## config.mk

```make
export PLATFORM = sky130hd
export DESIGN_NAME = cbfm_monitor
export DESIGN_NICKNAME = d
export VERILOG_FILES = /design/src/hdl/cbfm_pkg.sv /design/src/hdl/cbfm_monitor.sv /design/src/hdl/cbfm_pickup.sv /design/src/hdl/cbfm_timer.sv
export VERILOG_INCLUDE_DIRS = /design/src /design/src/hdl
export SDC_FILE = /design/constraint.sdc
export NUM_CORES = 1
export LEC_CHECK = 0
export ABC_AREA = 0
export BUFFER_PORTS_ARGS = -buffer_cell sky130_fd_sc_hd__buf_4
export CAP_MARGIN = 20
export CORE_UTILIZATION = 47
export DETAILED_ROUTE_END_ITERATION = 12
export GPL_ROUTABILITY_DRIVEN = 0
export GPL_TIMING_DRIVEN = 0
export PLACE_DENSITY = 0.77
export SLEW_MARGIN = 20
export SYNTH_ARGS = -nofsm -noshare
export SYNTH_HDL_FRONTEND = slang
export SYNTH_SLANG_ARGS = --single-unit
```

## constraint.sdc

```tcl
create_clock -name clock_i -period 12.6 [get_ports clock_i]
set_input_delay 1.89 -clock clock_i [delete_from_list [all_inputs] [get_ports clock_i]]
set_output_delay 1.89 -clock clock_i [all_outputs]
set_load 0.02 [all_outputs]
```

## src/hdl/cbfm_consts.svh

```systemverilog
// Constants for the breaker failure monitor: widths, reset values and timing.
// Assumes inclusion from the package and design files by bare name.
`ifndef CBFM_CONSTS_SVH
`define CBFM_CONSTS_SVH

// ----------------------------------------------------------------------------
// Widths
// ----------------------------------------------------------------------------
`define CBFM_MAG_W 16
`define CBFM_PTHR_W 12
`define CBFM_DLY_W 19

// ----------------------------------------------------------------------------
// Reset values (phase in 0.01 In, residual in 0.001 In, delays in 5 ms steps)
// ----------------------------------------------------------------------------
`define CBFM_PTHR_RST 12'h014
`define CBFM_RTHR_RST 16'h04B0
`define CBFM_RETRIP_DLY_RST 19'h00014
`define CBFM_FAIL_DLY_RST 19'h00028

// ----------------------------------------------------------------------------
// Scaling and timing
// ----------------------------------------------------------------------------
`define CBFM_PHASE_SCALE 16'h000A
`define CBFM_HYST_NUM 7'h61
`define CBFM_HYST_DEN 7'h64
`define CBFM_TICK_NS 5000000
`define CBFM_CLK_NS 25

`endif

```

## src/hdl/cbfm_pkg.sv

```systemverilog
// Types shared by the breaker failure monitor files.
// Assumes cbfm_consts.svh is on the include path.
`include "cbfm_consts.svh"

package cbfm_pkg;

   typedef enum logic [3:0] {
      CBFM_MODE_CUR,
      CBFM_MODE_DO,
      CBFM_MODE_SIG,
      CBFM_MODE_CUR_AND_DO,
      CBFM_MODE_CUR_AND_SIG,
      CBFM_MODE_SIG_AND_DO,
      CBFM_MODE_CUR_OR_DO,
      CBFM_MODE_CUR_OR_SIG,
      CBFM_MODE_SIG_OR_DO,
      CBFM_MODE_ALL_AND,
      CBFM_MODE_ALL_OR
   } cbfm_mode_e;

   typedef enum logic [1:0] {
      CBFM_RES_NONE,
      CBFM_RES_ONE,
      CBFM_RES_TWO,
      CBFM_RES_CALC
   } cbfm_res_e;

   typedef enum logic [2:0] {
      CBFM_ST_NORMAL,
      CBFM_ST_START,
      CBFM_ST_RETRIP,
      CBFM_ST_FAIL,
      CBFM_ST_BLOCKED
   } cbfm_state_e;

   typedef struct packed {
      logic [`CBFM_MAG_W-1:0] phase_a_magnitude;
      logic [`CBFM_MAG_W-1:0] phase_b_magnitude;
      logic [`CBFM_MAG_W-1:0] phase_c_magnitude;
      logic [`CBFM_MAG_W-1:0] residual_input_one;
      logic [`CBFM_MAG_W-1:0] residual_input_two;
      logic [`CBFM_MAG_W-1:0] calculated_residual;
   } cbfm_meas_s;

   typedef struct packed {
      cbfm_mode_e mode;
      cbfm_res_e residual_source_select;
      cbfm_state_e forced_state_select;
   } cbfm_static_s;

   typedef struct packed {
      logic [`CBFM_PTHR_W-1:0] phase_pickup_threshold;
      logic [`CBFM_MAG_W-1:0] residual_pickup_threshold;
      logic [`CBFM_DLY_W-1:0] retrip_delay;
      logic [`CBFM_DLY_W-1:0] fail_delay;
   } cbfm_group_s;

endpackage

```

## src/hdl/cbfm_monitor.sv

```systemverilog
// Breaker failure monitor top: pick-up, start combination, blocking, timers, forcing.
// Assumes measurements, trip events, relay controls and block come from logic on clock_i.
`timescale 1ns/10ps
`include "cbfm_consts.svh"

module cbfm_monitor
   import cbfm_pkg::*;
#(
   parameter int N_SIG = 16,
   parameter int N_DO = 8,
   parameter int TICK_CYCLES = `CBFM_TICK_NS / `CBFM_CLK_NS
)
(
   input wire logic clock_i,
   input wire logic reset_i,
   input wire cbfm_meas_s meas_i,
   input wire logic [N_SIG-1:0] trip_event_i,
   input wire logic [N_DO-1:0] relay_ctrl_i,
   input wire logic block_i,
   input wire logic static_load_i,
   input wire cbfm_static_s static_i,
   input wire logic [N_SIG-1:0] signal_mask_i,
   input wire logic [N_DO-1:0] relay_mask_i,
   input wire logic group_load_i,
   input wire cbfm_group_s group_i,
   input wire logic retrip_enable_i,
   input wire logic force_enable_i,
   output cbfm_state_e state_o,
   output logic start_o,
   output logic blocked_o,
   output logic retrip_o,
   output logic breaker_fail_output_o,
   output logic tick_o
);

   generate
      if (TICK_CYCLES < 4 || N_SIG < 1 || N_DO < 1)
         $error("cbfm_monitor: unsupported parameter values");
   endgenerate

   // ----------------------------------------------------------------------------
   // Processing tick
   // ----------------------------------------------------------------------------
   localparam int TW = $clog2(TICK_CYCLES);

   logic [TW-1:0] tick_cnt_q;
   logic tick_q;
   logic eval_q;
   logic tick_wrap;

   assign tick_wrap = tick_cnt_q == TW'(TICK_CYCLES - 1);

   always_ff @(posedge clock_i)
   begin
      if (reset_i)
      begin
         tick_cnt_q <= '0;
         tick_q <= 1'b0;
         eval_q <= 1'b0;
      end
      else
      begin
         tick_cnt_q <= tick_wrap ? '0 : tick_cnt_q + 1'b1;
         tick_q <= tick_wrap;
         eval_q <= tick_q;
      end
   end

   // ----------------------------------------------------------------------------
   // Settings
   // ----------------------------------------------------------------------------
   cbfm_static_s static_q;
   cbfm_group_s group_q;
   logic [N_SIG-1:0] signal_mask_q;
   logic [N_DO-1:0] relay_mask_q;

   // static set has its own load
   always_ff @(posedge clock_i)
   begin
      if (reset_i)
      begin
         static_q <= '{CBFM_MODE_CUR, CBFM_RES_NONE, CBFM_ST_NORMAL};
         signal_mask_q <= '0;
         relay_mask_q <= '0;
      end
      else if (static_load_i)
      begin
         static_q <= static_i;
         signal_mask_q <= signal_mask_i;
         relay_mask_q <= relay_mask_i;
      end
   end

   always_ff @(posedge clock_i)
   begin
      if (reset_i)
         group_q <= '{`CBFM_PTHR_RST, `CBFM_RTHR_RST, `CBFM_RETRIP_DLY_RST, `CBFM_FAIL_DLY_RST};
      else if (group_load_i)
         group_q <= group_i;
   end

   // ----------------------------------------------------------------------------
   // Current pick-up
   // ----------------------------------------------------------------------------
   logic [`CBFM_MAG_W-1:0] phase_thr;
   logic [`CBFM_MAG_W-1:0] res_mag;
   logic [`CBFM_MAG_W-1:0] phase_mag [3];
   logic [2:0] phase_pick;
   logic res_pick;
   logic res_en;

   // shared phase threshold, scaled to 0.001 In
   assign phase_thr = `CBFM_MAG_W'(group_q.phase_pickup_threshold) * `CBFM_PHASE_SCALE;
   assign phase_mag[0] = meas_i.phase_a_magnitude;
   assign phase_mag[1] = meas_i.phase_b_magnitude;
   assign phase_mag[2] = meas_i.phase_c_magnitude;

   assign res_mag = (static_q.residual_source_select == CBFM_RES_ONE) ? meas_i.residual_input_one :
                    (static_q.residual_source_select == CBFM_RES_TWO) ? meas_i.residual_input_two :
                    meas_i.calculated_residual;
   assign res_en = static_q.residual_source_select != CBFM_RES_NONE;

   genvar gi;
   generate
      for (gi = 0; gi < 3; gi++)
      begin : g_phase
         cbfm_pickup u_pick (
            .clock_i(clock_i),
            .reset_i(reset_i),
            .tick_i(tick_q),
            .enable_i(1'b1),
            .magnitude_i(phase_mag[gi]),
            .threshold_i(phase_thr),
            .active_o(phase_pick[gi])
         );
      end
   endgenerate

   cbfm_pickup u_res_pick (
      .clock_i(clock_i),
      .reset_i(reset_i),
      .tick_i(tick_q),
      .enable_i(res_en),
      .magnitude_i(res_mag),
      .threshold_i(group_q.residual_pickup_threshold),
      .active_o(res_pick)
   );

   // ----------------------------------------------------------------------------
   // Start combination
   // ----------------------------------------------------------------------------
   logic cur_c;
   logic sig_c;
   logic do_c;
   logic cond;

   assign cur_c = |phase_pick || res_pick;
   // trip mask used only in signal modes below
   assign sig_c = |(trip_event_i & signal_mask_q);
   // relay mask used only in relay modes below
   assign do_c = |(relay_ctrl_i & relay_mask_q);

   always_comb
   begin
      case (static_q.mode)
         CBFM_MODE_CUR: cond = cur_c;
         CBFM_MODE_DO: cond = do_c;
         CBFM_MODE_SIG: cond = sig_c;
         CBFM_MODE_CUR_AND_DO: cond = cur_c && do_c;
         CBFM_MODE_CUR_AND_SIG: cond = cur_c && sig_c;
         CBFM_MODE_SIG_AND_DO: cond = sig_c && do_c;
         CBFM_MODE_CUR_OR_DO: cond = cur_c || do_c;
         CBFM_MODE_CUR_OR_SIG: cond = cur_c || sig_c;
         CBFM_MODE_SIG_OR_DO: cond = sig_c || do_c;
         CBFM_MODE_ALL_AND: cond = cur_c && sig_c && do_c;
         CBFM_MODE_ALL_OR: cond = cur_c || sig_c || do_c;
         default: cond = 1'b0;
      endcase
   end

   // ----------------------------------------------------------------------------
   // Blocking and timers
   // ----------------------------------------------------------------------------
   logic cond_q;
   logic block_q;
   logic run;
   logic retrip_exp;
   logic fail_exp;

   // block sampled with the start condition once per processing tick, on eval_q
   always_ff @(posedge clock_i)
   begin
      if (reset_i)
      begin
         cond_q <= 1'b0;
         block_q <= 1'b0;
      end
      else if (eval_q)
      begin
         cond_q <= cond;
         block_q <= block_i;
      end
   end

   assign run = cond && !block_i;

   cbfm_timer u_retrip_tmr (
      .clock_i(clock_i),
      .reset_i(reset_i),
      .tick_i(eval_q),
      .run_i(run),
      .delay_i(group_q.retrip_delay),
      .expired_o(retrip_exp)
   );

   cbfm_timer u_fail_tmr (
      .clock_i(clock_i),
      .reset_i(reset_i),
      .tick_i(eval_q),
      .run_i(run),
      .delay_i(group_q.fail_delay),
      .expired_o(fail_exp)
   );

   // ----------------------------------------------------------------------------
   // State and outputs
   // ----------------------------------------------------------------------------
   cbfm_state_e nat_state;
   cbfm_state_e state_d;
   logic retrip_nat;
   logic fail_nat;
   logic retrip_d;
   logic fail_d;

   // retrip gated by start, block and its enable
   assign retrip_nat = cond_q && !block_q && retrip_exp && retrip_enable_i;
   // failure output after the longer delay
   assign fail_nat = cond_q && !block_q && fail_exp;
   assign nat_state = !cond_q ? CBFM_ST_NORMAL :
                      block_q ? CBFM_ST_BLOCKED :
                      fail_nat ? CBFM_ST_FAIL :
                      retrip_nat ? CBFM_ST_RETRIP : CBFM_ST_START;
   assign state_d = force_enable_i ? static_q.forced_state_select : nat_state;
   assign retrip_d = force_enable_i ? state_d == CBFM_ST_RETRIP : retrip_nat;
   assign fail_d = force_enable_i ? state_d == CBFM_ST_FAIL : fail_nat;

   always_ff @(posedge clock_i)
   begin
      if (reset_i)
      begin
         state_o <= CBFM_ST_NORMAL;
         start_o <= 1'b0;
         blocked_o <= 1'b0;
         retrip_o <= 1'b0;
         breaker_fail_output_o <= 1'b0;
         tick_o <= 1'b0;
      end
      else
      begin
         state_o <= state_d;
         start_o <= state_d == CBFM_ST_START || state_d == CBFM_ST_RETRIP || state_d == CBFM_ST_FAIL;
         blocked_o <= state_d == CBFM_ST_BLOCKED;
         retrip_o <= retrip_d;
         breaker_fail_output_o <= fail_d;
         tick_o <= eval_q;
      end
   end

   // ----------------------------------------------------------------------------
   // Checks
   // ----------------------------------------------------------------------------
   a_retrip_disabled: assert property (@(posedge clock_i) disable iff (reset_i)
      !retrip_enable_i && !force_enable_i |=> !retrip_o)
      else $error("retrip asserted while disabled");
   a_blocked_no_start: assert property (@(posedge clock_i) disable iff (reset_i)
      blocked_o |-> !start_o && !retrip_o && !breaker_fail_output_o)
      else $error("start or trip while blocked");
   a_forced_state: assert property (@(posedge clock_i) disable iff (reset_i)
      force_enable_i |=> state_o == $past(static_q.forced_state_select))
      else $error("forced state not shown");
   a_tick_spacing: assert property (@(posedge clock_i) disable iff (reset_i)
      tick_q |=> !tick_q [*3])
      else $error("processing ticks too close");
   a_fail_needs_start: assert property (@(posedge clock_i) disable iff (reset_i)
      !force_enable_i && !cond_q |=> !breaker_fail_output_o && !retrip_o)
      else $error("trip output without start");

endmodule

```

## src/hdl/cbfm_pickup.sv

```systemverilog
// One current pick-up element with built-in release hysteresis.
// Assumes magnitude and threshold share one scale and tick_i is a one-cycle pulse.
`timescale 1ns/10ps
`include "cbfm_consts.svh"

module cbfm_pickup
   import cbfm_pkg::*;
(
   input wire logic clock_i,
   input wire logic reset_i,
   input wire logic tick_i,
   input wire logic enable_i,
   input wire logic [`CBFM_MAG_W-1:0] magnitude_i,
   input wire logic [`CBFM_MAG_W-1:0] threshold_i,
   output logic active_o
);

   logic active_q;
   logic active_d;
   logic above;
   logic below_release;
   logic [22:0] mag_scaled;
   logic [22:0] thr_scaled;

   assign mag_scaled = 23'(magnitude_i) * 23'(`CBFM_HYST_DEN);
   assign thr_scaled = 23'(threshold_i) * 23'(`CBFM_HYST_NUM);
   assign above = magnitude_i > threshold_i;
   assign below_release = mag_scaled < thr_scaled;
   assign active_d = !enable_i ? 1'b0 : above ? 1'b1 : below_release ? 1'b0 : active_q;

   always_ff @(posedge clock_i)
   begin
      if (reset_i)
         active_q <= 1'b0;
      else if (tick_i)
         active_q <= active_d;
   end

   assign active_o = active_q;

   // ----------------------------------------------------------------------------
   // Checks
   // ----------------------------------------------------------------------------
   a_pickup_set: assert property (@(posedge clock_i) disable iff (reset_i)
      tick_i && enable_i && above |=> active_q)
      else $error("pickup did not set above threshold");
   a_hyst_hold: assert property (@(posedge clock_i) disable iff (reset_i)
      tick_i && enable_i && active_q && !below_release |=> active_q)
      else $error("pickup released inside hysteresis band");
   a_disabled_off: assert property (@(posedge clock_i) disable iff (reset_i)
      tick_i && !enable_i |=> !active_q)
      else $error("disabled pickup active");

endmodule

```

## src/hdl/cbfm_timer.sv

```systemverilog
// Definite-time delay counter stepped on the processing tick.
// Assumes tick_i is a one-cycle pulse and delay_i counts ticks.
`timescale 1ns/10ps
`include "cbfm_consts.svh"

module cbfm_timer
   import cbfm_pkg::*;
(
   input wire logic clock_i,
   input wire logic reset_i,
   input wire logic tick_i,
   input wire logic run_i,
   input wire logic [`CBFM_DLY_W-1:0] delay_i,
   output logic expired_o
);

   logic [`CBFM_DLY_W-1:0] count_q;
   logic expired_q;
   logic reached;

   assign reached = count_q >= delay_i;

   always_ff @(posedge clock_i)
   begin
      if (reset_i || (tick_i && !run_i))
      begin
         count_q <= '0;
         expired_q <= 1'b0;
      end
      else if (tick_i && reached)
         expired_q <= 1'b1;
      else if (tick_i)
         count_q <= count_q + 1'b1;
   end

   assign expired_o = expired_q;

   // ----------------------------------------------------------------------------
   // Checks
   // ----------------------------------------------------------------------------
   a_timer_clear: assert property (@(posedge clock_i) disable iff (reset_i)
      tick_i && !run_i |=> count_q == '0 && !expired_q)
      else $error("timer not cleared when start dropped");
   a_timer_expire: assert property (@(posedge clock_i) disable iff (reset_i)
      tick_i && run_i && reached |=> expired_q)
      else $error("timer did not expire at delay");
   a_timer_early: assert property (@(posedge clock_i) disable iff (reset_i)
      !expired_q ##1 expired_q |-> $past(count_q) >= $past(delay_i))
      else $error("timer expired early");

endmodule

```

* Yosys cells after proc, flatten, opt, wreduce, memory -nomap -nowiden *
Cells that the tools add are included.

cells by class
  bitwise logic cells = 4
  add/subtract/negate cells = 3
  equality and inequality tests = 18
  reduce and logical (&&, ||, !) cells = 38
  multipliers = 7
  order comparisons = 10
  muxes and demuxes = 19

operator list
  cell                     number
  $lt A23 B23 Y1           4
  $mul A16 B5 Y21 const B  4
  $gt A16 B16 Y1           4
  $add A19 B1 Y19 const B  2
  $ge A19 B19 Y1           2
  $mux W16                 2
  $mul A16 B7 Y23 const B  1
  $mul A15 B7 Y22 const B  1
  $add A18 B1 Y18 const B  1
  $eq A18 B18 Y1 const B   1
  $and A16 B16 Y16         1
  $eq A4 B3 Y1 const B     4
  $reduce_or A16 Y1        1
  $mul A12 B3 Y15 const B  1
  $eq A4 B4 Y1 const B     3
  $logic_and A1 B1 Y1      12
  $reduce_and A2 Y1        6
  $mux W1                  11
  $pmux W1 S11             1
  $mux W3                  3
  $and A8 B8 Y8            1
  $eq A4 B2 Y1 const B     2
  $logic_or A1 B1 Y1       8
  $reduce_bool A2 Y1       4
  other kinds (14)         19

storage, ports and cells
  bits in registers = 173
  output and inout bits = 8
  input port bits = 226

* Depth between registers and ports, before layout *
Gate-level depths: netlist of the first run.

  depth in word-level cells = 12
  mapped depth = 30
  depth with buffers taken out = 30

* Hierarchy *
Synthesis of the first run repeated with hierarchy kept, for this count alone.

unflattened totals
  cell total of the unflattened synthesis = 2,982
  area, all modules = 25,438.1 sq um

by module, submodules not included
  module                           instances  cells each  area an instance (sq um)  sequential area each (sq um)
  cbfm_monitor                     1          638         6,008.3                   2,582.5
  cbfm_pickup (g_phase[0].u_pick)  1          498         4,186.5                   20.0
  cbfm_pickup (u_res_pick)         1          503         4,165.2                   20.0
  cbfm_pickup (g_phase[1].u_pick)  1          481         4,095.2                   20.0
  cbfm_pickup (g_phase[2].u_pick)  1          484         4,062.6                   20.0
  cbfm_timer                       2          189         1,460.2                   400.4

* Worst setup path before layout of the first run *
OpenSTA, ideal clock, no wires.

  path kind = input port to flip-flop
  from = input port meas_i[50] (netlist bit)
  to = register g_phase[2].u_pick.active_q
  stages = 23
  required time = 12,521 ps
  data arrival time = 6,528 ps
  setup slack = 5,994 ps
  library setup time = 79 ps
  cell sequence = ha_1 > ha_1 > inv_1 > fa_1 > inv_1 > ha_1 > nor2b_1 > o31a_1 > o21ai_0 > nand2b_1 > a21o_1 > a21oi_1 > xnor2_1 > ha_1 > nand3_1 > a211o_1 > a21oi_1 > nor3_1 > maj3_2 > o311a_1 > maj3_2 > maj3_2 > o221ai_2

between the ends
  longest elaborated chain between the ends = 4

RTL lines
  what                                 line                RTL
  from (decl)                          cbfm_monitor.sv:16  input wire cbfm_meas_s meas_i,
  $mul A16 B5 Y21                      cbfm_pickup.sv:25   assign mag_scaled = 23'(magnitude_i) * 23'(`CBFM_HYST_DEN);
  $lt A23 B23 Y1                       cbfm_pickup.sv:28   assign below_release = mag_scaled < thr_scaled;
  $reduce_bool A2 Y1 (no source line)  -
  $reduce_and A2 Y1 (no source line)   -
  to (signal assigned)                 cbfm_pickup.sv:36   active_q <= active_d;
  to (decl)                            cbfm_pickup.sv:18   logic active_q;

Parallel ways exist; a longest one is shown, timed or not.
A chain may end at the register's enable or synchronous reset.

* Final worst setup path of the first run *
  from = register group_q[54] (netlist bit)
  to = register g_phase[2].u_pick.active_q

between the ends
  longest elaborated chain between the ends = 5

RTL lines
  what                                 line                RTL
  from (decl)                          cbfm_monitor.sv:73  cbfm_group_s group_q;
  from (signal assigned)               cbfm_monitor.sv:97  group_q <= '{`CBFM_PTHR_RST, `CBFM_RTHR_RST, `CBFM_RETRIP_DLY_RST, `CBFM_FAIL_DLY_RST};
  from (signal assigned)               cbfm_monitor.sv:99  group_q <= group_i;
  $mul A12 B3 Y15 (no source line) *   -
  $mul A15 B7 Y22                      cbfm_pickup.sv:26   assign thr_scaled = 23'(threshold_i) * 23'(`CBFM_HYST_NUM);
  $lt A23 B23 Y1                       cbfm_pickup.sv:28
  $reduce_bool A2 Y1 (no source line)  -
  $reduce_and A2 Y1 (no source line)   -

Mark *: on every way between the ends. The rest lies on a longest branch, timed or not.

==> results of run 1 <==
[report_power, final]
| part | internal [mW] | total [mW] | leakage (nW) | switching (mW) |
|---|---|---|---|---|
| Combinational | 1.04 | 2.42 | 10.8 | 1.38 |
| Clock | 0.265 | 0.524 | 0.276 | 0.259 |
| Sequential | 0.569 | 0.589 | 1.42 | 0.0202 |
[stage by stage]
step / std cells / instance area [µm²] / hold slack, ps
6_report: 3362 / 24300 / 481
5_1_grt: 3362 / 24300 / 503
4_1_cts: 3360 / 24300 / 482
3_5_place_dp: 3328 / 23700 / 467
3_3_place_gp: 3328 / 23700 / 441
2_1_floorplan: 2505 / 21200 / 426
[cell families (layout without fill, tap and decap cells)]
kind of cell | count (synthesis) | in the layout
multiplexers | 118 | 118
AND/OR/NAND/NOR | 567 | 567
other | 0 | 2
adder cells (fa/ha/maj) | 597 | 597
buffers and inverters | 439 | 702
XOR/XNOR | 143 | 143
AO/OA/AOI/OAI | 468 | 468
flip-flops | 173 | 173
[synth_stat cells (all sizes together), types with 49 or more instances]
cell,n
a21o,49
a21oi,150
dfxtp,173
fa,60
ha,530
inv,388
mux2i,108
nand2,80
nand3,53
nor2,215
o21ai,100
xnor2,91
xor2,52
[routing by layer]
metal	up-vias	part of all wire (%)	GRT usage, %
li1	9218	-	-
met1	8825	43	28.9
met2	522	50	43.4
met3	83	5.1	2.58
met4	2	2.2	6.71
met5	-	0.024	0
[final cells by class]
| cell class | instances | area (µm²) |
|---|---|---|
| Clock buffer | 18 | 429 |
| Inverter | 388 | 1460 |
| Timing Repair Buffer | 231 | 1730 |
| Clock inverter | 14 | 148 |
| Buffer | 51 | 193 |
| Tap cell | 592 | 741 |
| Fill cell | 3884 | 20100 |
| Multi-Input combinational cell | 1893 | 16100 |
| Antenna cell | 2 | 5.00 |
| Sequential cell | 173 | 3460 |
[final timing paths]
| kind | from | to | slack, ps | cells past startpoint |
|---|---|---|---|---|
| max | group_q[54] | g_phase[2].u_pick.active_o | 4730 | 27 |
| min | tick_cnt_q[0] | tick_cnt_q[0] | 480 | 1 |
| max reg2reg | group_q[54] | g_phase[2].u_pick.active_o | 4730 | 27 |
| min reg2reg | tick_cnt_q[0] | tick_cnt_q[0] | 480 | 1 |
[layout by cell type, fill, tap and decap left out, types with 8 or more instances in the layout]
master,Yosys,routed
a211oi_1,22,22
a21o_1,49,49
a21oi_1,150,150
a221oi_1,9,9
a31oi_1,8,8
and3_1,31,31
buf_1,9,9
buf_4,0,231
clkbuf_1,41,42
clkbuf_16,0,17
dfxtp_1,173,173
fa_1,60,60
ha_1,530,530
inv_1,387,387
mux2_2,10,10
mux2i_1,108,108
nand2_1,80,80
nand2b_1,24,24
nand3_1,53,53
nand4_1,41,41
nor2_1,215,215
nor2b_1,31,31
nor3_1,21,21
o211ai_1,14,14
o21a_1,25,25
o21ai_0,91,90
o21ai_1,9,10
o21bai_1,15,15
or2_2,8,8
or3_1,21,21
xnor2_1,91,91
xor2_1,52,52
[flip-flops by register name, indices dropped and copies added, names as in the netlist, 8 cells and up]
| register | cells |
|---|---|
| group_q | 66 |
| relay_mask_q | 8 |
| signal_mask_q | 16 |
| static_q | 9 |
| tick_cnt_q | 18 |
| u_fail_tmr.count_q | 19 |
| u_retrip_tmr.count_q | 19 |
[worst register-to-register path, cell delays in order (launching register included)]
cell      delay [ps]
dfxtp_1          710
ha_1             260
ha_1             200
fa_1             230
a21o_1           140
a21oi_1           90
xnor2_1          700
inv_1            270
xnor2_1          200
ha_1             330
ha_1             280
inv_1             50
fa_1             510
inv_1             40
ha_1             240
or3_1            320
o22a_2           300
xnor2_1          560
ha_1             290
nand3_1          130
a211o_1          290
a21oi_1          170
nor3_1            80
maj3_2           320
o311a_1          300
maj3_2           310
maj3_2           310
o221ai_2         170
==> impl_results.md, run 1 <==
- Mux cell area share after synthesis: 5.62%
- Period minus WS final: 7870 ps
- Clock Tree Buf Depth: 2
- Worst Setup End Kind: register
- Post CTS Setup Buffer Count: 0
- CP max stage delay: 710 ps
- Relative slew margins: between 30 and 40%
- Fin. max-slew vios: 0
- Syn_nets: 3,321
- CTS H-tree depth: 4
- First-pass DRT Iterations: 6
- Tcrit/Tclk final: 62.5%
- Mapped Area: 21,200 µm²
- Die ar.: 46,000 µm²
- Worst Path Required: 12,960 ps
- Top FF cell, synth: dfxtp_1
- Num CTS Buffers: 17
- Synth Area in Simple Gates: 13.1%
- #FFs+latches synth: 173
- Post-CTS sizing: 0
- Drt drc: 0
- Largest net degree at the start of global routing: 19
- Clock slew at reported path FFs: around 70 ps
- Vert. Die Dim: roughly 210 µm
- Leakage power: 12.5 nW
- GRT overflow: 0
- Dpl ws: approximately 4900 ps
- DR WL/cell: 16.4 µm
- Vias in the first global route: 18,800
- Cell Pwr Density: ~150 nW/µm²
- Worst Tran Pin Value: 1020 ps
- CTS root buf: clkbuf_16
- RSZ-0062 raised after global routing: false
- Share of layout cells above drive strength 1: 10.7%
- Maxcap violations: 0
- Unique masters post-synth: 76
- Post-route ant nets: 0
- Overall Power: 3.53 mW
- Maximum clock frequency: around 0.13 GHz
- Hold-fix buffers at CTS: 0
- Placeable Area: 44,400 µm²
- Area fraction of the dominant cell type after synthesis: 31.2%
- Critical path class: register to register
- Clock sinks: approximately 170
- CP most frequent cell: ha_1
- Post-synthesis sequential area ratio: 16.3%
- Port Buffers: 231
- Die X: 215 µm
- Initial Utilization: 47.8%
- Crit path max-delay family: adder cells
- CTS tree: yes
- Drt total wl: ~55 mm
- Outcome: finished clean
- Post-Synth Adder-Cell Area: 37.2%
- Final Hold Fails: 0
- Number of flops mapped to enable cells by yosys: 0
- First-pass GRT wire length: 89.9 mm
- Slowest cell on crit path: dfxtp_1
- Vias: ~19,000
- Syn Area/Cell: 8.48 µm²
- Final Util: a little over half
- Final setup viols: 0
- Crit path DAT: slightly above 8000 ps
- Main combinational cell family by area after synthesis: adder cells
- Nets: 3,571
- Final Skew: 17.0 ps
- DR iter-0 viols: roughly 940
- Post-DP HPWL: 45.6 mm
- Final worst slack: 4730 ps
- Initial antenna violation count: 3
- XOR/XNOR Fraction of Synth Area: 5.90%
- Worst hold path type: register to register
- Worst setup SP type: register
- Dominant cells by area after synthesis: ha_1, dfxtp_1, inv_1, fa_1, mux2i_1
- GR Util All Layers: 23.7%
- Dominant cell type by area after synthesis: ha_1
- CP Max Fanout: 10
- Worst Path Buf+Inv: 3
- Compound-cell area share of the yosys netlist: 14.1%
- Synth warn: 0
- Setup_tns: 0 ps
- Row count: 77
- I/O pins: 234
- Ys async rst share: 0%
- Max VDD drop: 0.102 mV
- Clk Latency, worst-skew pair: 440 ps
- Gate Count Post-Synth: ~2,500
- Vias/cell: 5.55
- Area growth syn-to-layout: 14.4%
Note: power is estimated with default switching activity, not from simulation.
==> run 2: changes to the inputs <==
clock period = 7.8 ns   (was 12.6 ns; I/O delays follow)
==> run 2 against run 1 <==
  * Worst hold slack barely moved
  * Wire length hardly changed
  * Non-clock buffer count did not move
  * Sequential power rose by 61%
  * Cell area rose by 0.14%
  * Flip-flop and latch count did not move
  * Sequential share of layout area barely moved
  * Count of clock-buffer cells in the layout unchanged
  * Global-route usage is the same
  * Utilization increased by 0.076 points
  * Via count fell by 0.11%
  * Highest routed layer unchanged
==> impl_results.md, run 2 (synthesized netlist as in run 1, its figures left out) <==
- I/O pins: 234 (unchanged)
- Row count: 77 (unchanged)
- Post-route ant nets: 0 (unchanged)
- CTS tree: yes
- Nets: 3,571 (unchanged)
- Maxcap violations: 0 (unchanged)
- RSZ-0062 raised after global routing: false
- Crit path DAT: 7880 ps (-350 ps)
- Initial antenna violation count: 3 (unchanged)
- Worst Tran Pin Value: 1020 ps (+0.691 ps)
- Maximum clock frequency: 0.133 GHz (+4.7%)
- Final Non-Filler Cells: 3,362 (unchanged)
- Hold-fix buffers at CTS: 0 (unchanged)
- Critical path class: register to register
- GR Util All Layers: 23.7% (unchanged)
- Post CTS Setup Buffer Count: 0 (unchanged)
- Placeable Area: 44,400 µm² (unchanged)
- Largest register by flop count: group_q
- Top Registers: group_q x66, u_fail_tmr.count_q x19, u_retrip_tmr.count_q x19
- Worst setup SP type: register
- Most frequent cells in the layout: ha_1, inv_1, buf_4
- Post-CTS sizing: 0 (unchanged)
- Worst hold path type: register to register
- Port Buffers: 231 (unchanged)
- Reg-to-Reg Start: group_q[54]
- Inst Count DP: 3,328 (unchanged)
- Drt drc: 0 (unchanged)
- Final Util: 54.8% (+0.076 points)
- Post-DP HPWL: 45.6 mm (unchanged)
- Leakage power: 12.5 nW (+0.13%)
- Relative slew margins: 32.0% (-0.046 points)
- First-pass GRT wire length: 89.9 mm (unchanged)
- Vias/cell: 5.54 (-0.11%)
- Most common cell after layout, fill and taps aside: ha_1
- Fin. max-slew vios: 0 (unchanged)
- Final worst slack: 278 ps (-4450 ps)
- Largest net degree at the start of global routing: 19 (unchanged)
- Num CTS Buffers: 17 (unchanged)
- Die X: 215 µm (unchanged)
- Clock Tree Buf Depth: 2 (unchanged)
- Crit path from: group_q[54]
- Vert. Die Dim: 215 µm (unchanged)
- Max FFs per register: 66 (unchanged)
- Vias in the first global route: 18,800 (unchanged)
- Dpl ws: 101 ps (-4800 ps)
- Hold Startpoint: tick_cnt_q[0]
- Clk Latency, worst-skew pair: 440 ps (about the same)
- Initial Utilization: 47.8% (unchanged)
- Die ar.: 46,000 µm² (unchanged)
- DR WL/cell: 16.4 µm (about the same)
- Area growth syn-to-layout: 14.6%
- CTS root buf: clkbuf_16
- Vias: 18,600 (-0.11%)
- Final Hold Fails: 0 (unchanged)
- CTS H-tree depth: 4 (unchanged)
- Share of layout cells above drive strength 1: 10.9% (+0.18 points)
- Clock sinks: 173 (unchanged)
- Clock slew at reported path FFs: 70 ps (about the same)
- Period minus WS final: 7520 ps (-352 ps)
- Final setup viols: 0 (unchanged)
- DR iter-0 viols: 885 (-5.5%)
- Cell Pwr Density: 235 nW/µm² (+62%)
- Worst Path Required: 8160 ps (-4800 ps)
- Drt total wl: 55.2 mm (about the same)
- GRT overflow: 0 (unchanged)
- First-pass DRT Iterations: 5 (-1)
- Max VDD drop: 0.183 mV (+80%)
- Outcome: finished clean
- Final Skew: 17.5 ps (+0.432 ps)
- CP Max Fanout: 10 (unchanged)
- Tcrit/Tclk final: 96.4% (+34 points)
- Worst Setup End Kind: register
-- run 2: layout make-up --
type / instances / area [µm²]
Buffer: 51 / 193
Inverter: 388 / 1460
Tap cell: 592 / 741
Antenna cell: 2 / 5.00
Multi-Input combinational cell: 1893 / 16200
Fill cell: 3877 / 20100
Sequential cell: 173 / 3460
Clock buffer: 18 / 429
Timing Repair Buffer: 231 / 1730
Clock inverter: 14 / 148
-- run 2: path summary, 6_finish.rpt --
| check | end | slack [ps] | cells after the start |
|---|---|---|---|
| max reg2reg | g_phase[2].u_pick.active_o | 280 | 27 |
| min reg2reg | tick_cnt_q[0] | 480 | 1 |
| min | tick_cnt_q[0] | 480 | 1 |
| max | g_phase[2].u_pick.active_o | 280 | 27 |
-- run 2: metrics by stage --
| stage | total power [mW] | hold WS [ps] | TNS, ps | area, µm² |
|---|---|---|---|---|
| 2_1_floorplan | 3.77 | 426 | 0 | 21200 |
| 4_1_cts | 5.66 | 482 | 0 | 24300 |
| 5_1_grt | 6.23 | 503 | 0 | 24300 |
| 3_3_place_gp | 4.56 | 441 | -51.9 | 23700 |
| 3_5_place_dp | 4.79 | 467 | 0 | 23700 |
| 6_report | 5.73 | 481 | 0 | 24300 |
-- run 2: where the power goes --
group          total, mW  switching, mW  internal [mW]  leakage [nW]
clock network      0.849          0.421          0.428         0.276
registers          0.951         0.0325          0.918          1.42
logic               3.93           2.24           1.69          10.8
-- run 2: layer usage --
| layer | vias up | track usage (%) | share of wire (%) |
|---|---|---|---|
| met5 | - | 0 | 0.024 |
| met4 | 2 | 6.71 | 2.2 |
| met3 | 81 | 2.58 | 4.7 |
| met2 | 481 | 43.4 | 50 |
| met1 | 8844 | 28.9 | 43 |
| li1 | 9221 | - | - |
-- run 2: worst max-delay path, stage by stage, from the launching register on --
cell and delay (ps):
dfxtp_1 510, ha_1 290, ha_1 220, fa_1 420, a21o_1 180, a21oi_1 270
o21bai_1 110, a21oi_1 230, xnor2_1 400, inv_1 260, ha_1 360, ha_1 290
ha_1 280, inv_1 50, fa_1 500, inv_1 50, ha_1 360, xor2_2 250
ha_1 330, nand3_1 110, a211o_1 280, a21oi_1 160, nor3_1 80, maj3_2 330
o311a_1 300, maj3_2 310, maj3_2 310, o221ai_2 170
==> run 3: changes to the inputs <==
BUFFER_PORTS_ARGS = -buffer_cell sky130_fd_sc_hd__buf_2   (was -buffer_cell sky130_fd_sc_hd__buf_4)
==> run 3 against run 2 <==
  * Combinational power down 1%
  * Highest routed layer unchanged
  * Worst setup slack better by 96 ps
  * Sequential share of layout area up 0.32 points
  * Critical endpoint unchanged
  * Power down 0.49%
  * Cell area down 2.2%
==> impl_results.md, run 3 (synthesized netlist as in run 1, its figures left out) <==
- Outcome: finished clean
- Fin. max-slew vios: 0 (unchanged)
- I/O pins: 234 (unchanged)
- Vert. Die Dim: 215 µm (unchanged)
- CP Max Fanout: 10 (unchanged)
- Period minus WS final: 7430 ps (-96.2 ps)
- Hold-fix buffers at CTS: 0 (unchanged)
- Final Hold Fails: 0 (unchanged)
- Cell Pwr Density: 240 nW/µm² (+1.8%)
- Worst setup SP type: register
- First-pass DRT Iterations: 4 (-1)
- Largest net degree at the start of global routing: 20 (+1)
- Die ar.: 46,000 µm² (unchanged)
- CTS H-tree depth: 4 (unchanged)
- Maxcap violations: 0 (unchanged)
- Max FFs per register: 66 (unchanged)
- Overall Power: 5.70 mW (-0.49%)
- Final Non-Filler Cells: 3,366 (+0.12%)
- Max VDD drop: 0.220 mV (+20%)
- Worst Path Buf+Inv: 3 (unchanged)
- Initial antenna violation count: 6 (+3)
- Inst Count DP: 3,328 (unchanged)
- Most common cell after layout, fill and taps aside: ha_1
- Final instance area: 23,800 µm² (-2.2%)
- Nets: 3,572 (+0.028%)
- Setup_tns: 0 ps (unchanged)
- GRT overflow: 0 (unchanged)
- Slowest cell on crit path: fa_1
- Vias: 18,600 (-0.23%)
- Clock slew at reported path FFs: 70 ps (about the same)
- Clock sinks: 173 (unchanged)
- Share of layout cells above drive strength 1: 11.0% (+0.068 points)
- Worst Setup End Kind: register
- Row count: 77 (unchanged)
- CTS root buf: clkbuf_16
- WL met3: 2.44 mm (-6.5%)
- Maximum clock frequency: 0.135 GHz (+1.3%)
- Worst Path Required: 8150 ps (about the same)
- Drt drc: 0 (unchanged)
- Top Registers: group_q x66, u_fail_tmr.count_q x19, u_retrip_tmr.count_q x19
- Met1 WL: 24.0 mm (+1.1%)
- Num CTS Buffers: 17 (unchanged)
- DR WL met2: 26.9 mm (-2.6%)
- Port Buffers: 231 (unchanged)
- Die X: 215 µm (unchanged)
- DR iter-0 viols: 946 (+6.9%)
- First-pass GRT wire length: 89.9 mm (about the same)
- Worst Tran Pin Value: 1010 ps (-8.89 ps)
- Relative slew margins: 32.6% (+0.59 points)
- Post-DP HPWL: 45.5 mm (-0.24%)
- Largest register by flop count: group_q
- Final setup viols: 0 (unchanged)
- DP Area: 23,100 µm² (-2.4%)
- Vias in the first global route: 18,900 (+0.69%)
- Initial Utilization: 47.8% (unchanged)
- Vias/cell: 5.52 (-0.34%)
- Crit path DAT: 7780 ps (-100 ps)
- Post-route ant nets: 0 (unchanged)
- Tcrit/Tclk final: 95.2% (-1.2 points)
- DR WL/cell: 16.3 µm (-0.85%)
- Drt total wl: 54.8 mm (-0.73%)
- Most frequent cells in the layout: ha_1, inv_1, buf_2
- Critical path class: register to register
- Clock Tree Buf Depth: 2 (unchanged)
- Placeable Area: 44,400 µm² (unchanged)
- Highest routed layer: met5
- Leakage power: 12.3 nW (-1.4%)
- Worst hold path type: register to register
- CP most frequent cell: ha_1
- GR Util All Layers: 23.7% (+0.048 points)
- Fillcell total: 4,023 (+3.8%)
- CTS tree: yes
- Clk Latency, worst-skew pair: 430 ps (about the same)
- Final Skew: 15.2 ps (-2.31 ps)
- CP max stage delay: 520 ps (about the same)
- Area growth syn-to-layout: 12.0%
- Crit path max-delay family: adder cells
- Final Util: 53.6% (-1.2 points)
[run 3: layout make-up]
class | instances | area [µm²] | area share [%]
Antenna cell | 5 | 12.5 | 0.0526
Buffer | 51 | 193 | 0.810
Clock buffer | 17 | 425 | 1.79
Clock inverter | 15 | 171 | 0.721
Inverter | 388 | 1460 | 6.12
Multi-Input combinational cell | 1893 | 16200 | 67.9
Sequential cell | 173 | 3460 | 14.6
Tap cell | 592 | 741 | 3.11
Timing Repair Buffer | 232 | 1160 | 4.89
[run 3: routing by layer]
layer  global-route usage, %  vias up
met5                       0        -
met1                    29.3     8779
met4                    7.60        2
met3                    2.40       90
met2                    42.9      486
li1                        -     9230
[run 3: power breakdown]
| group | switching [mW] | total, mW | internal, mW | leakage [nW] |
|---|---|---|---|---|
| clock network | 0.427 | 0.860 | 0.433 | 0.288 |
| registers | 0.0317 | 0.950 | 0.918 | 1.42 |
| logic | 2.22 | 3.89 | 1.67 | 10.6 |
[run 3: per-stage QoR]
stage | hold slack, ps | setup slack, ps
6_report | 476 | 374
5_1_grt | 507 | -19.7
4_1_cts | 477 | 55.8
3_5_place_dp | 449 | 106
3_3_place_gp | 443 | -145
2_1_floorplan | 426 | 1340
[run 3: worst paths after layout]
| check | from | slack [ps] | to | depth (start not counted) |
|---|---|---|---|---|
| setup reg to reg | group_q[54] | 370 | g_phase[2].u_pick.active_o | 28 |
| hold reg to reg | tick_cnt_q[0] | 480 | tick_cnt_q[0] | 1 |
| hold / removal | tick_cnt_q[0] | 480 | tick_cnt_q[0] | 1 |
| setup / recovery | group_q[54] | 370 | g_phase[2].u_pick.active_o | 28 |
[run 3: repair_timing]
action / in CTS / in global routing
resized for setup: 0 / 5
endpoints found under the setup margin: 0 / 1
setup buffers: 0 / 1
